## src/logic/adc_cfg_pkg.sv

```systemverilog
// Purpose: shared constants and types for the converter control block
// Assumes: Avalon-MM slave with 32-bit data, byte addresses, word aligned
// Notes: register bits above the listed fields read as zero
package adc_cfg_pkg;

    localparam int unsigned ADDR_W = 5;
    localparam int unsigned DATA_W = 32;
    localparam int unsigned RES_W = 10;

    // register byte offsets
    localparam logic [4:0] OFS_CTRL0 = 5'h00;
    localparam logic [4:0] OFS_CTRL1 = 5'h04;
    localparam logic [4:0] OFS_IRQ = 5'h08;
    localparam logic [4:0] OFS_RES_HIGH = 5'h0c;
    localparam logic [4:0] OFS_RES_LOW = 5'h10;

    // control_reg_zero fields
    localparam int unsigned POS_ON = 0;
    localparam int unsigned POS_GO = 1;
    localparam int unsigned POS_CHAN = 2;
    localparam int unsigned POS_REF = 6;
    localparam int unsigned POS_JUSTIFY = 7;
    // control_reg_one fields
    localparam int unsigned POS_CLKSEL = 4;
    // flag register fields
    localparam int unsigned POS_DONE = 0;
    localparam int unsigned POS_IE = 1;

    // reset values
    localparam logic [2:0] RST_CHAN = 3'h0;
    localparam logic [2:0] RST_CLKSEL = 3'h0;
    localparam logic RST_REF = 1'b0;
    localparam logic RST_JUSTIFY = 1'b0;
    localparam logic RST_ON = 1'b0;

    // conversion clock select encodings
    localparam logic [2:0] SEL_DIV2 = 3'h0;
    localparam logic [2:0] SEL_DIV4 = 3'h4;
    localparam logic [2:0] SEL_DIV8 = 3'h1;
    localparam logic [2:0] SEL_DIV16 = 3'h5;
    localparam logic [2:0] SEL_DIV32 = 3'h2;
    localparam logic [2:0] SEL_DIV64 = 3'h6;

    // divider terminal counts (division minus one)
    localparam logic [5:0] TERM_DIV2 = 6'h01;
    localparam logic [5:0] TERM_DIV4 = 6'h03;
    localparam logic [5:0] TERM_DIV8 = 6'h07;
    localparam logic [5:0] TERM_DIV16 = 6'h0f;
    localparam logic [5:0] TERM_DIV32 = 6'h1f;
    localparam logic [5:0] TERM_DIV64 = 6'h3f;

    // bit periods per conversion and after an abort
    localparam logic [3:0] CONV_PERIODS = 4'hb;
    localparam logic [3:0] HOLD_PERIODS = 4'h2;

    typedef enum logic [1:0] {PH_OFF, PH_ACQ, PH_CONV, PH_HOLD} phase_e;

endpackage

```

## src/logic/tad_if.sv

```systemverilog
// Purpose: carries the bit period request and tick between control and divider
// Assumes: single clock domain
// Notes: tick is a one-cycle pulse
`timescale 1ns/1ps
interface tad_if;
    logic run;
    logic [2:0] sel;
    logic tick;
    modport ctrl (output run, output sel, input tick);
    modport div (input run, input sel, output tick);
endinterface

```

## src/logic/conv_clock_div.sv

```systemverilog
// Purpose: bit period tick from the system clock or the dedicated rc tick
// Assumes: rc_tick is a synchronous one-cycle pulse
// Notes: counter restarts whenever run is low
`timescale 1ns/1ps
module conv_clock_div
    import adc_cfg_pkg::*;
(
    input wire logic core_clk,
    input wire logic rst_sync_n,
    input wire logic clk_en,
    input wire logic rc_tick,
    tad_if.div tad
);
    import adc_cfg_pkg::*;

    typedef struct packed {
        logic [5:0] cnt;
        logic tick;
    } div_s;

    div_s st_q;
    div_s st_d;
    logic [5:0] term;

    always_comb begin
        case (tad.sel)
            SEL_DIV2: term = TERM_DIV2;
            SEL_DIV4: term = TERM_DIV4;
            SEL_DIV8: term = TERM_DIV8;
            SEL_DIV16: term = TERM_DIV16;
            SEL_DIV32: term = TERM_DIV32;
            SEL_DIV64: term = TERM_DIV64;
            default: term = TERM_DIV2;
        endcase
    end

    always_comb begin
        st_d = st_q;
        st_d.tick = 1'b0;
        if (!tad.run) begin
            st_d.cnt = 6'h00;
        end else if (tad.sel[1:0] == 2'b11) begin
            st_d.tick = rc_tick;
        end else if (st_q.cnt == term) begin
            st_d.cnt = 6'h00;
            st_d.tick = 1'b1;
        end else begin
            st_d.cnt = st_q.cnt + 6'h01;
        end
    end

    always_ff @(posedge core_clk or negedge rst_sync_n) begin
        if (!rst_sync_n) begin
            st_q <= '0;
        end else if (clk_en) begin
            st_q <= st_d;
        end
    end

    assign tad.tick = st_q.tick;

endmodule // conv_clock_div

```

## src/logic/adc_config_control.sv

```systemverilog
// Purpose: control registers, sequencing and result formatting for a 10-bit converter
// Assumes: analogue core drives core_result valid at the last bit period
// Notes: registers reached over Avalon-MM, one wait cycle per access
//
// The Avalon-MM slave port and the address map were chosen for this implementation.
`timescale 1ns/1ps
module adc_config_control
    import adc_cfg_pkg::*;
(
    input wire logic core_clk,
    input wire logic rst_n,
    input wire logic clk_en,
    input wire logic [adc_cfg_pkg::ADDR_W-1:0] avs_address,
    input wire logic avs_read,
    input wire logic avs_write,
    input wire logic [adc_cfg_pkg::DATA_W-1:0] avs_writedata,
    output logic [adc_cfg_pkg::DATA_W-1:0] avs_readdata,
    output logic avs_waitrequest,
    input wire logic rc_tick,
    input wire logic [adc_cfg_pkg::RES_W-1:0] core_result,
    input wire logic sleep_active,
    input wire logic global_irq_en,
    input wire logic instr_retired,
    output logic [2:0] analog_channel,
    output logic ref_external,
    output logic sample_enable,
    output logic convert_active,
    output logic bit_strobe,
    output logic converter_irq,
    output logic wake_req,
    output logic isr_vector,
    output logic resume_inline
);
    import adc_cfg_pkg::*;

    typedef struct packed {
        logic wait_n;
        logic [DATA_W-1:0] rdata;
        logic conv_on;
        logic go;
        logic [2:0] chan;
        logic ref_ext;
        logic justify;
        logic [2:0] clksel;
        logic done;
        logic ie;
        logic [RES_W-1:0] result;
        phase_e phase;
        logic [3:0] cnt;
        logic strobe;
        logic irq;
        logic wake;
        logic wake_pend;
        logic vec;
        logic inl;
    } ctl_s;

    ctl_s st_q;
    ctl_s st_d;
    logic [1:0] rst_sync_q;
    logic rst_sync_n;
    logic req;
    logic commit_wr;
    logic tick;

    tad_if u_tad ();

    // reset release through two flops
    always_ff @(posedge core_clk or negedge rst_n) begin
        if (!rst_n) begin
            rst_sync_q <= 2'b00;
        end else begin
            rst_sync_q <= {rst_sync_q[0], 1'b1};
        end
    end
    assign rst_sync_n = rst_sync_q[1];

    conv_clock_div u_div (
        .core_clk(core_clk),
        .rst_sync_n(rst_sync_n),
        .clk_en(clk_en),
        .rc_tick(rc_tick),
        .tad(u_tad.div)
    );

    assign u_tad.run = (st_q.phase == PH_CONV) || (st_q.phase == PH_HOLD);
    assign u_tad.sel = st_q.clksel;
    assign tick = u_tad.tick;

    assign req = avs_read || avs_write;
    // write takes effect at the edge where waitrequest is seen low
    assign commit_wr = avs_write && st_q.wait_n;

    function automatic logic [DATA_W-1:0] read_word(input ctl_s s, input logic [ADDR_W-1:0] a);
        logic [DATA_W-1:0] w;
        w = '0;
        case (a)
            OFS_CTRL0: begin
                w[POS_ON] = s.conv_on;
                w[POS_GO] = s.go;
                w[POS_CHAN +: 3] = s.chan;
                w[POS_REF] = s.ref_ext;
                w[POS_JUSTIFY] = s.justify;
            end
            OFS_CTRL1: w[POS_CLKSEL +: 3] = s.clksel;
            OFS_IRQ: begin
                w[POS_DONE] = s.done;
                w[POS_IE] = s.ie;
            end
            OFS_RES_HIGH: begin
                if (s.justify) begin
                    w[1:0] = s.result[9:8];
                end else begin
                    w[7:0] = s.result[9:2];
                end
            end
            OFS_RES_LOW: begin
                if (s.justify) begin
                    w[7:0] = s.result[7:0];
                end else begin
                    w[7:6] = s.result[1:0];
                end
            end
            default: w = '0;
        endcase
        return w;
    endfunction

    always_comb begin
        st_d = st_q;
        st_d.strobe = 1'b0;
        st_d.vec = 1'b0;
        st_d.inl = 1'b0;

        // bus handshake: one wait cycle, then one cycle with waitrequest low
        st_d.wait_n = req && !st_q.wait_n;
        if (avs_read && !st_q.wait_n) begin
            st_d.rdata = read_word(st_q, avs_address);
        end

        // software register writes
        if (commit_wr) begin
            case (avs_address)
                OFS_CTRL0: begin
                    st_d.conv_on = avs_writedata[POS_ON];
                    st_d.chan = avs_writedata[POS_CHAN +: 3];
                    st_d.ref_ext = avs_writedata[POS_REF];
                    st_d.justify = avs_writedata[POS_JUSTIFY];
                    st_d.go = avs_writedata[POS_GO] && avs_writedata[POS_ON] && st_q.conv_on;
                end
                OFS_CTRL1: st_d.clksel = avs_writedata[POS_CLKSEL +: 3];
                OFS_IRQ: begin
                    st_d.ie = avs_writedata[POS_IE];
                    if (!avs_writedata[POS_DONE]) begin
                        st_d.done = 1'b0;
                    end
                end
                default: st_d.done = st_q.done;
            endcase
        end

        // conversion sequencing
        case (st_q.phase)
            PH_OFF: begin
                if (st_d.conv_on) begin
                    st_d.phase = PH_ACQ;
                end
            end
            PH_ACQ: begin
                if (st_d.go) begin
                    st_d.phase = PH_CONV;
                    st_d.cnt = 4'h0;
                end
            end
            PH_CONV: begin
                if (!st_d.go) begin
                    st_d.phase = PH_HOLD;
                    st_d.cnt = 4'h0;
                end else if (tick) begin
                    st_d.strobe = 1'b1;
                    if (st_q.cnt == CONV_PERIODS - 4'h1) begin
                        st_d.phase = PH_ACQ;
                        st_d.go = 1'b0;
                        st_d.result = core_result;
                        st_d.done = 1'b1;
                    end else begin
                        st_d.cnt = st_q.cnt + 4'h1;
                    end
                end
            end
            PH_HOLD: begin
                st_d.go = 1'b0;
                if (tick) begin
                    if (st_q.cnt == HOLD_PERIODS - 4'h1) begin
                        st_d.phase = PH_ACQ;
                    end else begin
                        st_d.cnt = st_q.cnt + 4'h1;
                    end
                end
            end
            default: st_d.phase = PH_OFF;
        endcase
        if (!st_d.conv_on) begin
            st_d.phase = PH_OFF;
            st_d.go = 1'b0;
        end

        // interrupt, wake and resume
        st_d.irq = st_d.done && st_d.ie;
        st_d.wake = sleep_active && st_q.irq;
        if (st_d.wake && !st_q.wake) begin
            st_d.wake_pend = 1'b1;
        end else if (st_q.wake_pend && instr_retired) begin
            st_d.wake_pend = 1'b0;
            st_d.vec = global_irq_en;
            st_d.inl = !global_irq_en;
        end
    end

    always_ff @(posedge core_clk or negedge rst_sync_n) begin
        if (!rst_sync_n) begin
            st_q <= '0;
            st_q.wait_n <= 1'b0;
            st_q.conv_on <= RST_ON;
            st_q.chan <= RST_CHAN;
            st_q.ref_ext <= RST_REF;
            st_q.justify <= RST_JUSTIFY;
            st_q.clksel <= RST_CLKSEL;
            st_q.phase <= PH_OFF;
        end else if (clk_en) begin
            st_q <= st_d;
        end
    end

    assign avs_readdata = st_q.rdata;
    assign avs_waitrequest = !st_q.wait_n;
    assign analog_channel = st_q.chan;
    assign ref_external = st_q.ref_ext;
    assign sample_enable = (st_q.phase == PH_ACQ);
    assign convert_active = (st_q.phase == PH_CONV);
    assign bit_strobe = st_q.strobe;
    assign converter_irq = st_q.irq;
    assign wake_req = st_q.wake;
    assign isr_vector = st_q.vec;
    assign resume_inline = st_q.inl;

    // helper: bit periods seen in the current conversion
    logic [3:0] help_ticks_q;
    always_ff @(posedge core_clk or negedge rst_sync_n) begin
        if (!rst_sync_n) begin
            help_ticks_q <= 4'h0;
        end else if (clk_en) begin
            if (st_q.phase != PH_CONV) begin
                help_ticks_q <= 4'h0;
            end else if (tick) begin
                help_ticks_q <= help_ticks_q + 4'h1;
            end
        end
    end
endmodule // adc_config_control

```

## config.mk

```make
export PLATFORM = sky130hd
export DESIGN_NAME = adc_config_control
export DESIGN_NICKNAME = d
export VERILOG_FILES = /design/src/logic/adc_cfg_pkg.sv /design/src/logic/tad_if.sv /design/src/logic/conv_clock_div.sv /design/src/logic/adc_config_control.sv
export SDC_FILE = /design/constraint.sdc
export NUM_CORES = 1
export LEC_CHECK = 0
export ABC_AREA = 1
export BUFFER_PORTS_ARGS = -buffer_cell sky130_fd_sc_hd__buf_2
export CAP_MARGIN = 5
export CORE_UTILIZATION = 25
export DETAILED_ROUTE_END_ITERATION = 12
export MAX_ROUTING_LAYER = met4
export PLACE_DENSITY = 0.45
export SLEW_MARGIN = 0
export SYNTH_ARGS = -nofsm -noshare
export SYNTH_HDL_FRONTEND = slang
export SYNTH_SLANG_ARGS = --single-unit
```

## constraint.sdc

```tcl
create_clock -name core_clk -period 4.3 [get_ports core_clk]
set_input_delay 0.645 -clock core_clk [delete_from_list [all_inputs] [get_ports core_clk]]
set_output_delay 0.645 -clock core_clk [all_outputs]
set_load 0.01 [all_outputs]
```

==> summary.txt, run 1 <==
CTS
  – Clock buffer depth: 2
  – Sink Count: 52
  – PostCTS Resize Cnt: 0
  – CTS buffer count: 5
  – Setup bufs post-CTS: 0
  – Hold_buf cts: 0
  – Clock transition at path regs: 0.07 ns
  – CTS tree: yes
  – H-Tree Depth: 2
  – Worst skew pair latency: 0.29 ns
  – CTS Root Cell: clkbuf_16

Finish
  – Final Cell Area: 3580 um^2
  – Layout cells sized above 1: 16.97%
  – Final non-filler cell total: 604
  – Filler cells: 1324
  – Nets: 499
  – Synth-to-Final Area Change: 14.58%
  – Number of diodes: 0

Routing
  – Drt pass-1 iters: 5
  – Routed wl met2: 3.105 mm
  – Post-route ant nets: 0
  – WL final: 7.011 mm
  – Wire length on met1: 3.439 mm
  – DRT iter0 DRCs: 93
  – Vias per std cell: 4.199
  – Wirelength per Cell: 11.61 um
  – Vias: 2536
  – Residual DRC: 0
  – Met3 WL: 410 um
  – Max Used Layer: met4

Synthesis
  – Top cells by area, synth: dfrtp_1 (42%), nand2_1 (11%), buf_4 (8.4%)
  – Count leader, synth: nand2_1
  – Number of synthesized flops with an enable pin: 0
  – Yosys reg bits: 52
  – Mean Syn Cell Area: 7.930 um^2
  – Synth Flop Type: dfrtp_1
  – Yosys top cell by area: dfrtp_1
  – Netlist cell types: 35
  – Top cells by count, synth: nand2_1 (93), dfrtp_1 (52), inv_1 (50)
  – YS warnings: 0
  – Post-synth ARST share: 100.0%
  – Area share of the largest cell type after synthesis: 41.65%
  – Synth Instances: 394
  – Post-synthesis sequential area ratio: 41.65%
  – Mapped Area: 3124 um^2

Worst setup path
  – Register-to-Register Path Depth: 9
  – CP Depth: 6
  – Worst Path Buf+Inv: 3
  – CP Capture Type: register
  – Worst path cell trace: buf_2, inv_2, nor3_1, inv_1, nand2_1, o21ai_0
  – CP delay by family, top: buffers and inverters
  – CP Class: primary input to register
  – WP data arrival: 2.39 ns
  – CP Max Fanout: 17
  – Largest stage delay, worst path: 0.63 ns
  – Crit path launch type: primary input
  – Slowest-stage cell, CP: nor3_1
  – Critical path required time: 4.46 ns

STA
  – Layout Skew: 0.004510 ns
  – Worst hold slack: 0.1231 ns
  – # setup viols final: 0
  – Worst-Margin Slew: 0.7448 ns
  – Setup TNS: 0 ns
  – Tcrit/Tclk final: 51.91%
  – Final Hold Fails: 0
  – Unrepaired setup endpoints after global routing: no
  – Worst slew margin: 49.96%
  – Max-slew violations: 0
  – Max Clk Rate: 448.0 MHz
  – Minimum clock period: 2.232 ns

Pwr
  – Leak pwr: 1.833 nW
  – Int Pwr: 0.0009072 W
  – Psw: 0.0003132 W
  – Max IR drop VDD: 150.5 uV
  – Switch share: 25.67%
  – Logic pwr share: 13.7%
  – Sequential power share: 44.0%
  – Power Density: 340.9 nW/um^2
  – Final Total Pwr: 0.001220 W
  – Clk pwr share: 42.3%

GRT
  – Initial antenna violation count: 0
  – GRT overflow: 0
  – Total GRT Usage: 11.96%
  – First-pass GRT wire length: 11.87 mm
  – Number of global-route vias before repair: 2414
  – Largest net degree at the start of global routing: 51

Flow run
  – Max-Cap Viols: 0

Place
  – Placed Cells incl. Taps: 596
  – Port-buffer cells: 51
  – GP Congestion: 0.8108
  – Cell Area, Placed: 3391 um^2
  – DP Wirelength: 5.419 mm

Die
  – Starting density of the core: 25.80%
  – Core area: 12110 um^2
  – Row Count: 40
  – Die width: 113.8 um
  – Die outline area: 12950 um^2
  – # IOs: 100
  – Die H: 113.8 um

Outcome
  – Outcome: complete, no violations

Min path
  – Hold crit path type: primary input to async pin
logic make-up (layout without fill, tap and decap cells):
family | Yosys count | in the layout | share of synthesized area, %
flip-flops | 52 | 52 | 41.65
AO/OA/AOI/OAI | 73 | 73 | 12.94
buffers and inverters | 93 | 112 | 15.66
XOR/XNOR | 9 | 9 | 2.523
other | 2 | 25 | 0.2404
multiplexers | 1 | 1 | 0.3604
AND/OR/NAND/NOR | 156 | 156 | 23.43
adder cells (fa/ha/maj) | 8 | 8 | 3.204
layout make-up:
class | count | area [um^2] | area share, %
inverter | 52 | 195.2 | 5.453
clock buffer | 6 | 128.9 | 3.600
timing repair buffer | 52 | 262.8 | 7.340
tap | 168 | 210.2 | 5.872
multi-input combinational | 272 | 1420 | 39.67
sequential | 52 | 1303 | 36.39
clock inverter | 2 | 60.06 | 1.678
flip-flops by register name (all words and copies together), names as in the netlist, 2 cells and up:
name and cells:
avs_readdata 8, u_div.st_q 6, rst_sync_q 2, u_tad.sel 3, analog_channel 3, st_q 23
power groups by stage:
| stage | sequential (W) | combinational, W | clock (W) |
|---|---|---|---|
| floorplan | 0.000548 | 0.000133 | 0 |
| global placement | 0.000546 | 0.000168 | 0 |
| detailed placement | 0.000546 | 0.000170 | 0 |
| CTS | 0.000537 | 0.000171 | 0.000532 |
| global route | 0.000542 | 0.000193 | 0.000546 |
| finish | 0.000537 | 0.000167 | 0.000516 |
per-stage QoR:
| stage | setup WS, ns | utilization [%] |
|---|---|---|
| floorplan | 2.438 | - |
| global placement | 1.812 | 28.00 |
| detailed placement | 1.715 | 28.00 |
| CTS | 2.028 | 29.56 |
| global route | 1.787 | 29.56 |
| finish | 2.068 | 29.56 |
final timing paths:
path	from	end	slack [ns]
worst min-delay path	rst_n	rst_sync_q[0]	0.12
max in group asynchronous	rst_sync_q[1]	st_q[27]	3.47
worst max-delay path	clk_en	avs_readdata[2]	2.07
worst min register to register	rst_sync_q[0]	rst_sync_q[1]	0.35
min in group core_clk	rst_sync_q[0]	rst_sync_q[1]	0.35
worst max register to register	st_q[10]	u_div.st_q[5]	2.10
routing by layer:
metal / global-route usage, % / up-vias
li1: - / 1288
met1: 16.12 / 1174
met2: 18.62 / 69
met3: 2.072 / 5
met4: 3.117 / 0
met5: - / -
cells in the final DEF (no fill, tap or decap), types with 2 or more instances in the layout:
cell type  netlist  final
xnor2_1          2      2
nand3b_1         3      3
o22ai_1          6      6
a21oi_1         15     15
bufinv_16        0      2
conb_1           2     25
nand3_1         15     15
ha_1             8      8
nor2_4           2      2
nand4_1          5      5
nand2_1         93     93
o211ai_1         3      3
nor3_1           6      6
o21ai_0         41     41
buf_2            1     51
nor2_1          23     23
dfrtp_1         52     51
clkbuf_16        0      5
inv_1           50     50
a32oi_1          2      2
nand2_4          3      3
o21bai_1         2      2
nor2_8           2      2
xor2_1           7      7
inv_2            2      2
worst register-to-register path: cells and delay by family, from the launching register on:
| kind | cells | cell delay [ns] |
|---|---|---|
| simple gates | 3 | 0.58 |
| compound gates | 2 | 0.42 |
| fa+ha+maj | 1 | 0.28 |
| flops | 1 | 0.41 |
| xor+xnor | 1 | 0.16 |
| buf+inv | 2 | 0.23 |
Note: power is estimated with default switching activity, not from simulation.
==> run 2: changes to the inputs <==
==> constraint.sdc (replaced) <==
create_clock -name core_clk -period 2.1 [get_ports core_clk]
set_input_delay 0.315 -clock core_clk [delete_from_list [all_inputs] [get_ports core_clk]]
set_output_delay 0.315 -clock core_clk [all_outputs]
set_load 0.01 [all_outputs]
==> run 2 against run 1 <==
  * Core utilization is 0.33 points higher
  * First-iteration DRC count increased by 17%
  * Hold slack improved by 0.096 ns
==> summary.txt, run 2 (synthesis gave the netlist of run 1 again) <==
Die
  – Die width: 113.8 um (unchanged)
  – Core area: 12110 um^2 (unchanged)
  – Die outline area: 12950 um^2 (unchanged)
  – Starting density of the core: 25.80% (unchanged)
  – Die H: 113.8 um (unchanged)
  – Row Count: 40 (unchanged)
  – # IOs: 100 (unchanged)

Routing
  – DRT iter0 DRCs: 109 (+17%)
  – Drt pass-1 iters: 4 (-1)
  – Wirelength per Cell: 11.45 um (-1.4%)
  – Vias: 2538 (+0.079%)
  – Post-route ant nets: 0 (unchanged)
  – Vias per std cell: 4.154 (-1.1%)
  – WL final: 6.994 mm (-0.24%)
  – Residual DRC: 0 (unchanged)

STA
  – # setup viols final: 0 (unchanged)
  – Layout Skew: 0.006362 ns (+0.001852 ns)
  – Tcrit/Tclk final: 86.95%
  – Setup TNS: 0 ns (unchanged)
  – Unrepaired setup endpoints after global routing: no
  – Max Clk Rate: 547.7 MHz
  – Max-slew violations: 0 (unchanged)
  – Minimum clock period: 1.826 ns
  – Final Hold Fails: 0 (unchanged)

CTS
  – Sink Count: 52 (unchanged)
  – CTS buffer count: 5 (unchanged)
  – Worst skew pair latency: 0.29 ns (about the same)
  – CTS Root Cell: clkbuf_16
  – CTS tree: yes
  – H-Tree Depth: 2 (unchanged)
  – Clock transition at path regs: 0.07 ns (about the same)
  – Clock buffer depth: 2 (unchanged)

GRT
  – Grt met3 use: 2.657% (+0.58 points)
  – Met1 Usage GRT: 16.29% (+0.18 points)
  – First-pass GRT wire length: 11.59 mm (-2.3%)
  – GRT busiest layer: met2
  – Total GRT Usage: 11.73% (-0.23 points)
  – Largest net degree at the start of global routing: 51 (unchanged)
  – Met2 Usage GRT: 17.64% (-0.98 points)
  – Number of global-route vias before repair: 2395 (-0.79%)
  – Initial antenna violation count: 0 (unchanged)
  – GRT overflow: 0 (unchanged)

Finish
  – Layout cells sized above 1: 18.28% (+1.3 points)
  – Top reg by flops: st_q
  – Number of diodes: 0 (unchanged)
  – Nets: 506 (+1.4%)
  – Most common cell after layout, fill and taps aside: nand2_1
  – Most frequent cells in the layout: nand2_1 (93), dfrtp_1 (51), buf_2 (51), inv_1 (50), o21ai_0 (41)
  – Reg area: 1303 um^2 (unchanged)
  – Final core utilization: 29.89% (+0.33 points)
  – Filler cells: 1357 (+2.5%)
  – Max FFs per register: 23 (unchanged)
  – Synth-to-Final Area Change: 15.86%
  – Area occupied by multi-input gates: 1428 um^2 (+0.53%)

Min path
  – Number of cells on the worst hold path: 2
  – Worst Hold Launch: global_irq_en
  – Hold crit path type: primary input to register
  – Hold Path End: resume_inline

Worst setup path
  – WP data arrival: 2.00 ns (-0.39 ns)
  – CP Capture Type: register
  – Worst r2r src: st_q[10]
  – Register-to-Register Path Depth: 9 (unchanged)
  – Critical path required time: 2.27 ns (-2.19 ns)
  – Crit path launch type: register
  – FF-to-FF setup slack: 0.27 ns (-1.83 ns)
  – Reg2reg end: u_div.st_q[5]
  – CP Max Fanout: 5 (-12)
  – CP Class: register to register

Pwr
  – Power Density: 638.1 nW/um^2 (+87%)
  – Leak pwr: 1.851 nW (+0.99%)
  – Max IR drop VDD: 372.6 uV (+150%)

Place
  – Port-buffer cells: 51 (unchanged)
  – DP Wirelength: 5.423 mm (about the same)
  – GP Congestion: 0.8000 (-1.3%)

Flow run
  – Max-Cap Viols: 0 (unchanged)

Outcome
  – Outcome: complete, no violations
[run 2: final cells by class]
cell class / count / share of cell area (%)
flip-flops and latches: 52 / 35.98
inverters: 52 / 5.392
repair buffers: 59 / 9.125
clock buffers: 6 / 3.837
clock inverters: 2 / 0.4148
multi-input cells: 272 / 39.44
well taps: 168 / 5.807
[run 2: timing repair]
action / in CTS / in global routing
hold endpoints to repair: 2 / 0
setup buffers: 0 / 0
hold buffers: 1 / 0
resized for setup: 0 / 1
setup endpoints to repair: 0 / 1
[run 2: power breakdown]
group	switching (W)	leakage [nW]	internal, W
clock	0.000375	0.0691	0.000475
combinational	0.000232	1.12	0.000128
sequential	0.0000417	0.661	0.00106
[run 2: worst max path at each step]
stage | to | slack [ns] | depth (start not counted) | startpoint
6_report | u_div.st_q[5] | 0.27 | 9 | st_q[10]
3_3_place_gp | u_div.st_q[5] | 0.25 | 9 | st_q[10]
5_1_grt | u_div.st_q[5] | 0.06 | 9 | st_q[10]
3_5_place_dp | u_div.st_q[5] | 0.21 | 9 | st_q[10]
2_1_floorplan | u_div.st_q[5] | 0.26 | 9 | st_q[10]
4_1_cts | u_div.st_q[5] | 0.21 | 9 | st_q[10]
[run 2: worst max-delay path, cell delays in order, from the launching register on]
cell and delay, ns:
dfrtp_1 0.39, inv_1 0.08, ha_1 0.21, nor2_1 0.14, inv_1 0.14, a21oi_4 0.20
nand2_1 0.11, nor3_1 0.20, xor2_1 0.17, a21oi_1 0.05
[run 2: metal layers]
metal  part of all wire, %  wire (um)
met1                    51       3568
met2                    45       3127
met3                   3.8        269
met4                  0.41         29
met5                     0          0
[run 2: metrics by stage]
stage / cell area (um^2) / instances / hold slack (ns) / total power [W] / setup WS, ns
2_1_floorplan: 3211 / 417 / 0.01941 / 0.001394 / 0.2611
3_3_place_gp: 3448 / 602 / 0.1009 / 0.001474 / 0.2507
3_5_place_dp: 3448 / 602 / 0.1031 / 0.001479 / 0.2137
4_1_cts: 3612 / 611 / 0.2122 / 0.002345 / 0.2088
5_1_grt: 3620 / 611 / 0.2186 / 0.002452 / 0.06341
6_report: 3620 / 611 / 0.2194 / 0.002310 / 0.2741
==> run 3: changes to the inputs <==
--- a/config.mk
+++ b/config.mk
@@ -8,10 +8,12 @@
 export ABC_AREA = 1
 export BUFFER_PORTS_ARGS = -buffer_cell sky130_fd_sc_hd__buf_2
 export CAP_MARGIN = 5
-export CORE_UTILIZATION = 25
+export CORE_MARGIN = 10
+export CORE_UTILIZATION = 51
 export DETAILED_ROUTE_END_ITERATION = 12
+export GPL_ROUTABILITY_DRIVEN = 0
 export MAX_ROUTING_LAYER = met4
-export PLACE_DENSITY = 0.45
+export PLACE_DENSITY = 0.8
 export SLEW_MARGIN = 0
 export SYNTH_ARGS = -nofsm -noshare
 export SYNTH_HDL_FRONTEND = slang
==> run 3 against run 2 <==
  * Worst setup slack lost 0.022 ns
  * Largest power group unchanged
  * Critical path depth is the same
  * Largest cell class unchanged
  * Sequential power is essentially flat
  * Power shrank 12%
==> summary.txt, run 3 (synthesis gave the netlist of run 1 again) <==
Die
  – # IOs: 100 (unchanged)
  – Row Count: 28 (-30%)
  – Starting density of the core: 52.77% (+27 points)
  – Die outline area: 9657 um^2 (-25%)
  – Die H: 98.27 um (-14%)
  – Core area: 5921 um^2 (-51%)
  – Die width: 98.27 um (-14%)

Worst setup path
  – CP Capture Type: register
  – WP data arrival: 2.05 ns (+0.05 ns)
  – Crit path top cell by count: inv_1
  – Largest stage delay, worst path: 0.42 ns (+0.03 ns)
  – CP Class: register to register
  – Crit path launch type: register
  – Critical path required time: 2.30 ns (+0.03 ns)
  – Worst Path Buf+Inv: 2 (unchanged)
  – CP delay by family, top: simple AND/OR/NAND/NOR gates
  – Worst r2r src: st_q[10]
  – Crit. Startpoint: st_q[10]
  – Slowest-stage cell, CP: dfrtp_1
  – Worst path cell trace: inv_1, ha_1, nor2_1, inv_1, a21oi_4, nand2_1, nor3_1, xor2_1, a21oi_1
  – CP Max Fanout: 6 (+1)

Place
  – Port-buffer cells: 51 (unchanged)
  – DP Wirelength: 5.436 mm (+0.24%)

Pwr
  – Switch share: 30.46% (+2.3 points)
  – Int Pwr: 0.001415 W (-15%)
  – Clk pwr share: 28.9% (-7.9 points)
  – Logic pwr share: 17.1% (+1.5 points)
  – Max IR drop VDD: 393.2 uV (+5.5%)
  – Psw: 0.0006201 W (-4.5%)
  – Sequential power share: 53.9% (+6.3 points)
  – Final Total Pwr: 0.002036 W (-12%)
  – Power Density: 596.8 nW/um^2 (-6.5%)
  – Leak pwr: 1.808 nW (-2.4%)

GRT
  – Number of global-route vias before repair: 2496 (+4.2%)
  – Total GRT Usage: 14.58% (+2.9 points)
  – Largest net degree at the start of global routing: 51 (unchanged)
  – First-pass GRT wire length: 11.74 mm (+1.3%)
  – GRT overflow: 0 (unchanged)
  – Initial antenna violation count: 0 (unchanged)

CTS
  – CTS Root Cell: clkbuf_8
  – Setup bufs post-CTS: 0 (unchanged)
  – CTS buffer count: 5 (unchanged)
  – H-Tree Depth: 2 (unchanged)
  – CTS tree: yes
  – Worst skew pair latency: 0.31 ns (+0.02 ns)
  – Clock transition at path regs: 0.10 ns (+0.03 ns)
  – Sink Count: 52 (unchanged)
  – Clock buffer depth: 2 (unchanged)

Finish
  – Top reg by flops: st_q
  – Number of diodes: 0 (unchanged)
  – Final core utilization: 57.61% (+28 points)
  – Synth-to-Final Area Change: 9.171%
  – Most common cell after layout, fill and taps aside: nand2_1
  – Filler cells: 557 (-59%)
  – Nets: 504 (-0.40%)
  – Layout cells sized above 1: 17.69% (-0.60 points)
  – Max FFs per register: 23 (unchanged)
  – Most frequent cells in the layout: nand2_1 (93), dfrtp_1 (51), buf_2 (51), inv_1 (50), o21ai_0 (41)

Routing
  – Vias: 2560 (+0.87%)
  – Drt pass-1 iters: 4 (unchanged)
  – Residual DRC: 0 (unchanged)
  – Wirelength per Cell: 13.57 um (+19%)
  – DRT iter0 DRCs: 153 (+40%)
  – Vias per std cell: 4.961 (+19%)
  – Post-route ant nets: 0 (unchanged)
  – WL final: 7.002 mm (+0.11%)

STA
  – Tcrit/Tclk final: 87.99% (+1.0 points)
  – # setup viols final: 0 (unchanged)
  – Layout Skew: 0.007855 ns (+0.001493 ns)
  – Final Hold Fails: 0 (unchanged)
  – Minimum clock period: 1.848 ns (+0.02179 ns)
  – Worst slew margin: 57.90%
  – Setup TNS: 0 ns (unchanged)
  – Max-slew violations: 0 (unchanged)
  – Unrepaired setup endpoints after global routing: no
  – Worst-Margin Slew: 0.6315 ns
  – Max Clk Rate: 541.2 MHz (-1.2%)

Min path
  – Hold crit path type: primary input to register
  – Worst Hold Launch: global_irq_en

Outcome
  – Outcome: complete, no violations

Flow run
  – Max-Cap Viols: 0 (unchanged)
-- run 3: through the flow --
stage | worst slack (ns) | instance area, um^2 | std cells | hold slack, ns
after floorplan | 0.2611 | 3211 | 417 | 0.01941
after global placement | 0.2303 | 3304 | 507 | 0.09964
after detailed placement | 0.1776 | 3304 | 507 | 0.1012
after CTS | 0.2011 | 3403 | 516 | 0.1859
after global routing | 0.02527 | 3411 | 516 | 0.2023
final | 0.2523 | 3411 | 516 | 0.1933
-- run 3: path summary, 6_finish.rpt --
path,endpoint,slack (ns),cells past startpoint
max in group asynchronous,u_div.st_q[1],1.30,1
worst max-delay path,u_div.st_q[5],0.25,9
worst min register to register,rst_sync_q[1],0.36,0
worst max register to register,u_div.st_q[5],0.25,9
worst min-delay path,resume_inline,0.19,2
min in group asynchronous,rst_sync_q[1],0.30,2
-- run 3: cell type report --
cell class / count / area (um^2) / share of cell area (%)
timing repair buffer: 57 / 302.8 / 8.877
sequential: 52 / 1303 / 38.19
clock buffer: 6 / 72.57 / 2.128
multi-input combinational: 272 / 1428 / 41.86
clock inverter: 2 / 16.27 / 0.4769
inverter: 52 / 195.2 / 5.723
tap: 75 / 93.84 / 2.751
-- run 3: worst register-to-register path, cell delays in order, from the launching register on --
cell	delay, ns
dfrtp_1	0.42
inv_1	0.08
ha_1	0.27
nor2_1	0.14
inv_1	0.12
a21oi_4	0.20
nand2_1	0.11
nor3_1	0.19
xor2_1	0.17
a21oi_1	0.05
-- run 3: what timing repair did --
action	CTS	global route
endpoints found under the hold margin	2	0
hold buffers	1	0
setup endpoints to repair	0	1
gates resized for setup	0	1
-- run 3: power by group through the flow --
stage / clock network, W / registers, W / logic [W]
after floorplan: 0 / 0.00112 / 0.000272
after global placement: 0 / 0.00111 / 0.000336
after detailed placement: 0 / 0.00112 / 0.000345
after CTS: 0.000608 / 0.00110 / 0.000348
after global routing: 0.000638 / 0.00111 / 0.000399
final: 0.000588 / 0.00110 / 0.000349
-- run 3: routing by layer --
layer | GRT usage (%) | vias to the layer above | part of all wire (%)
met5 | - | - | 0
met1 | 18.10 | 1190 | 46
met4 | 3.859 | 0 | 1.1
met3 | 4.792 | 5 | 7.5
met2 | 22.34 | 75 | 46
li1 | - | 1290 | -
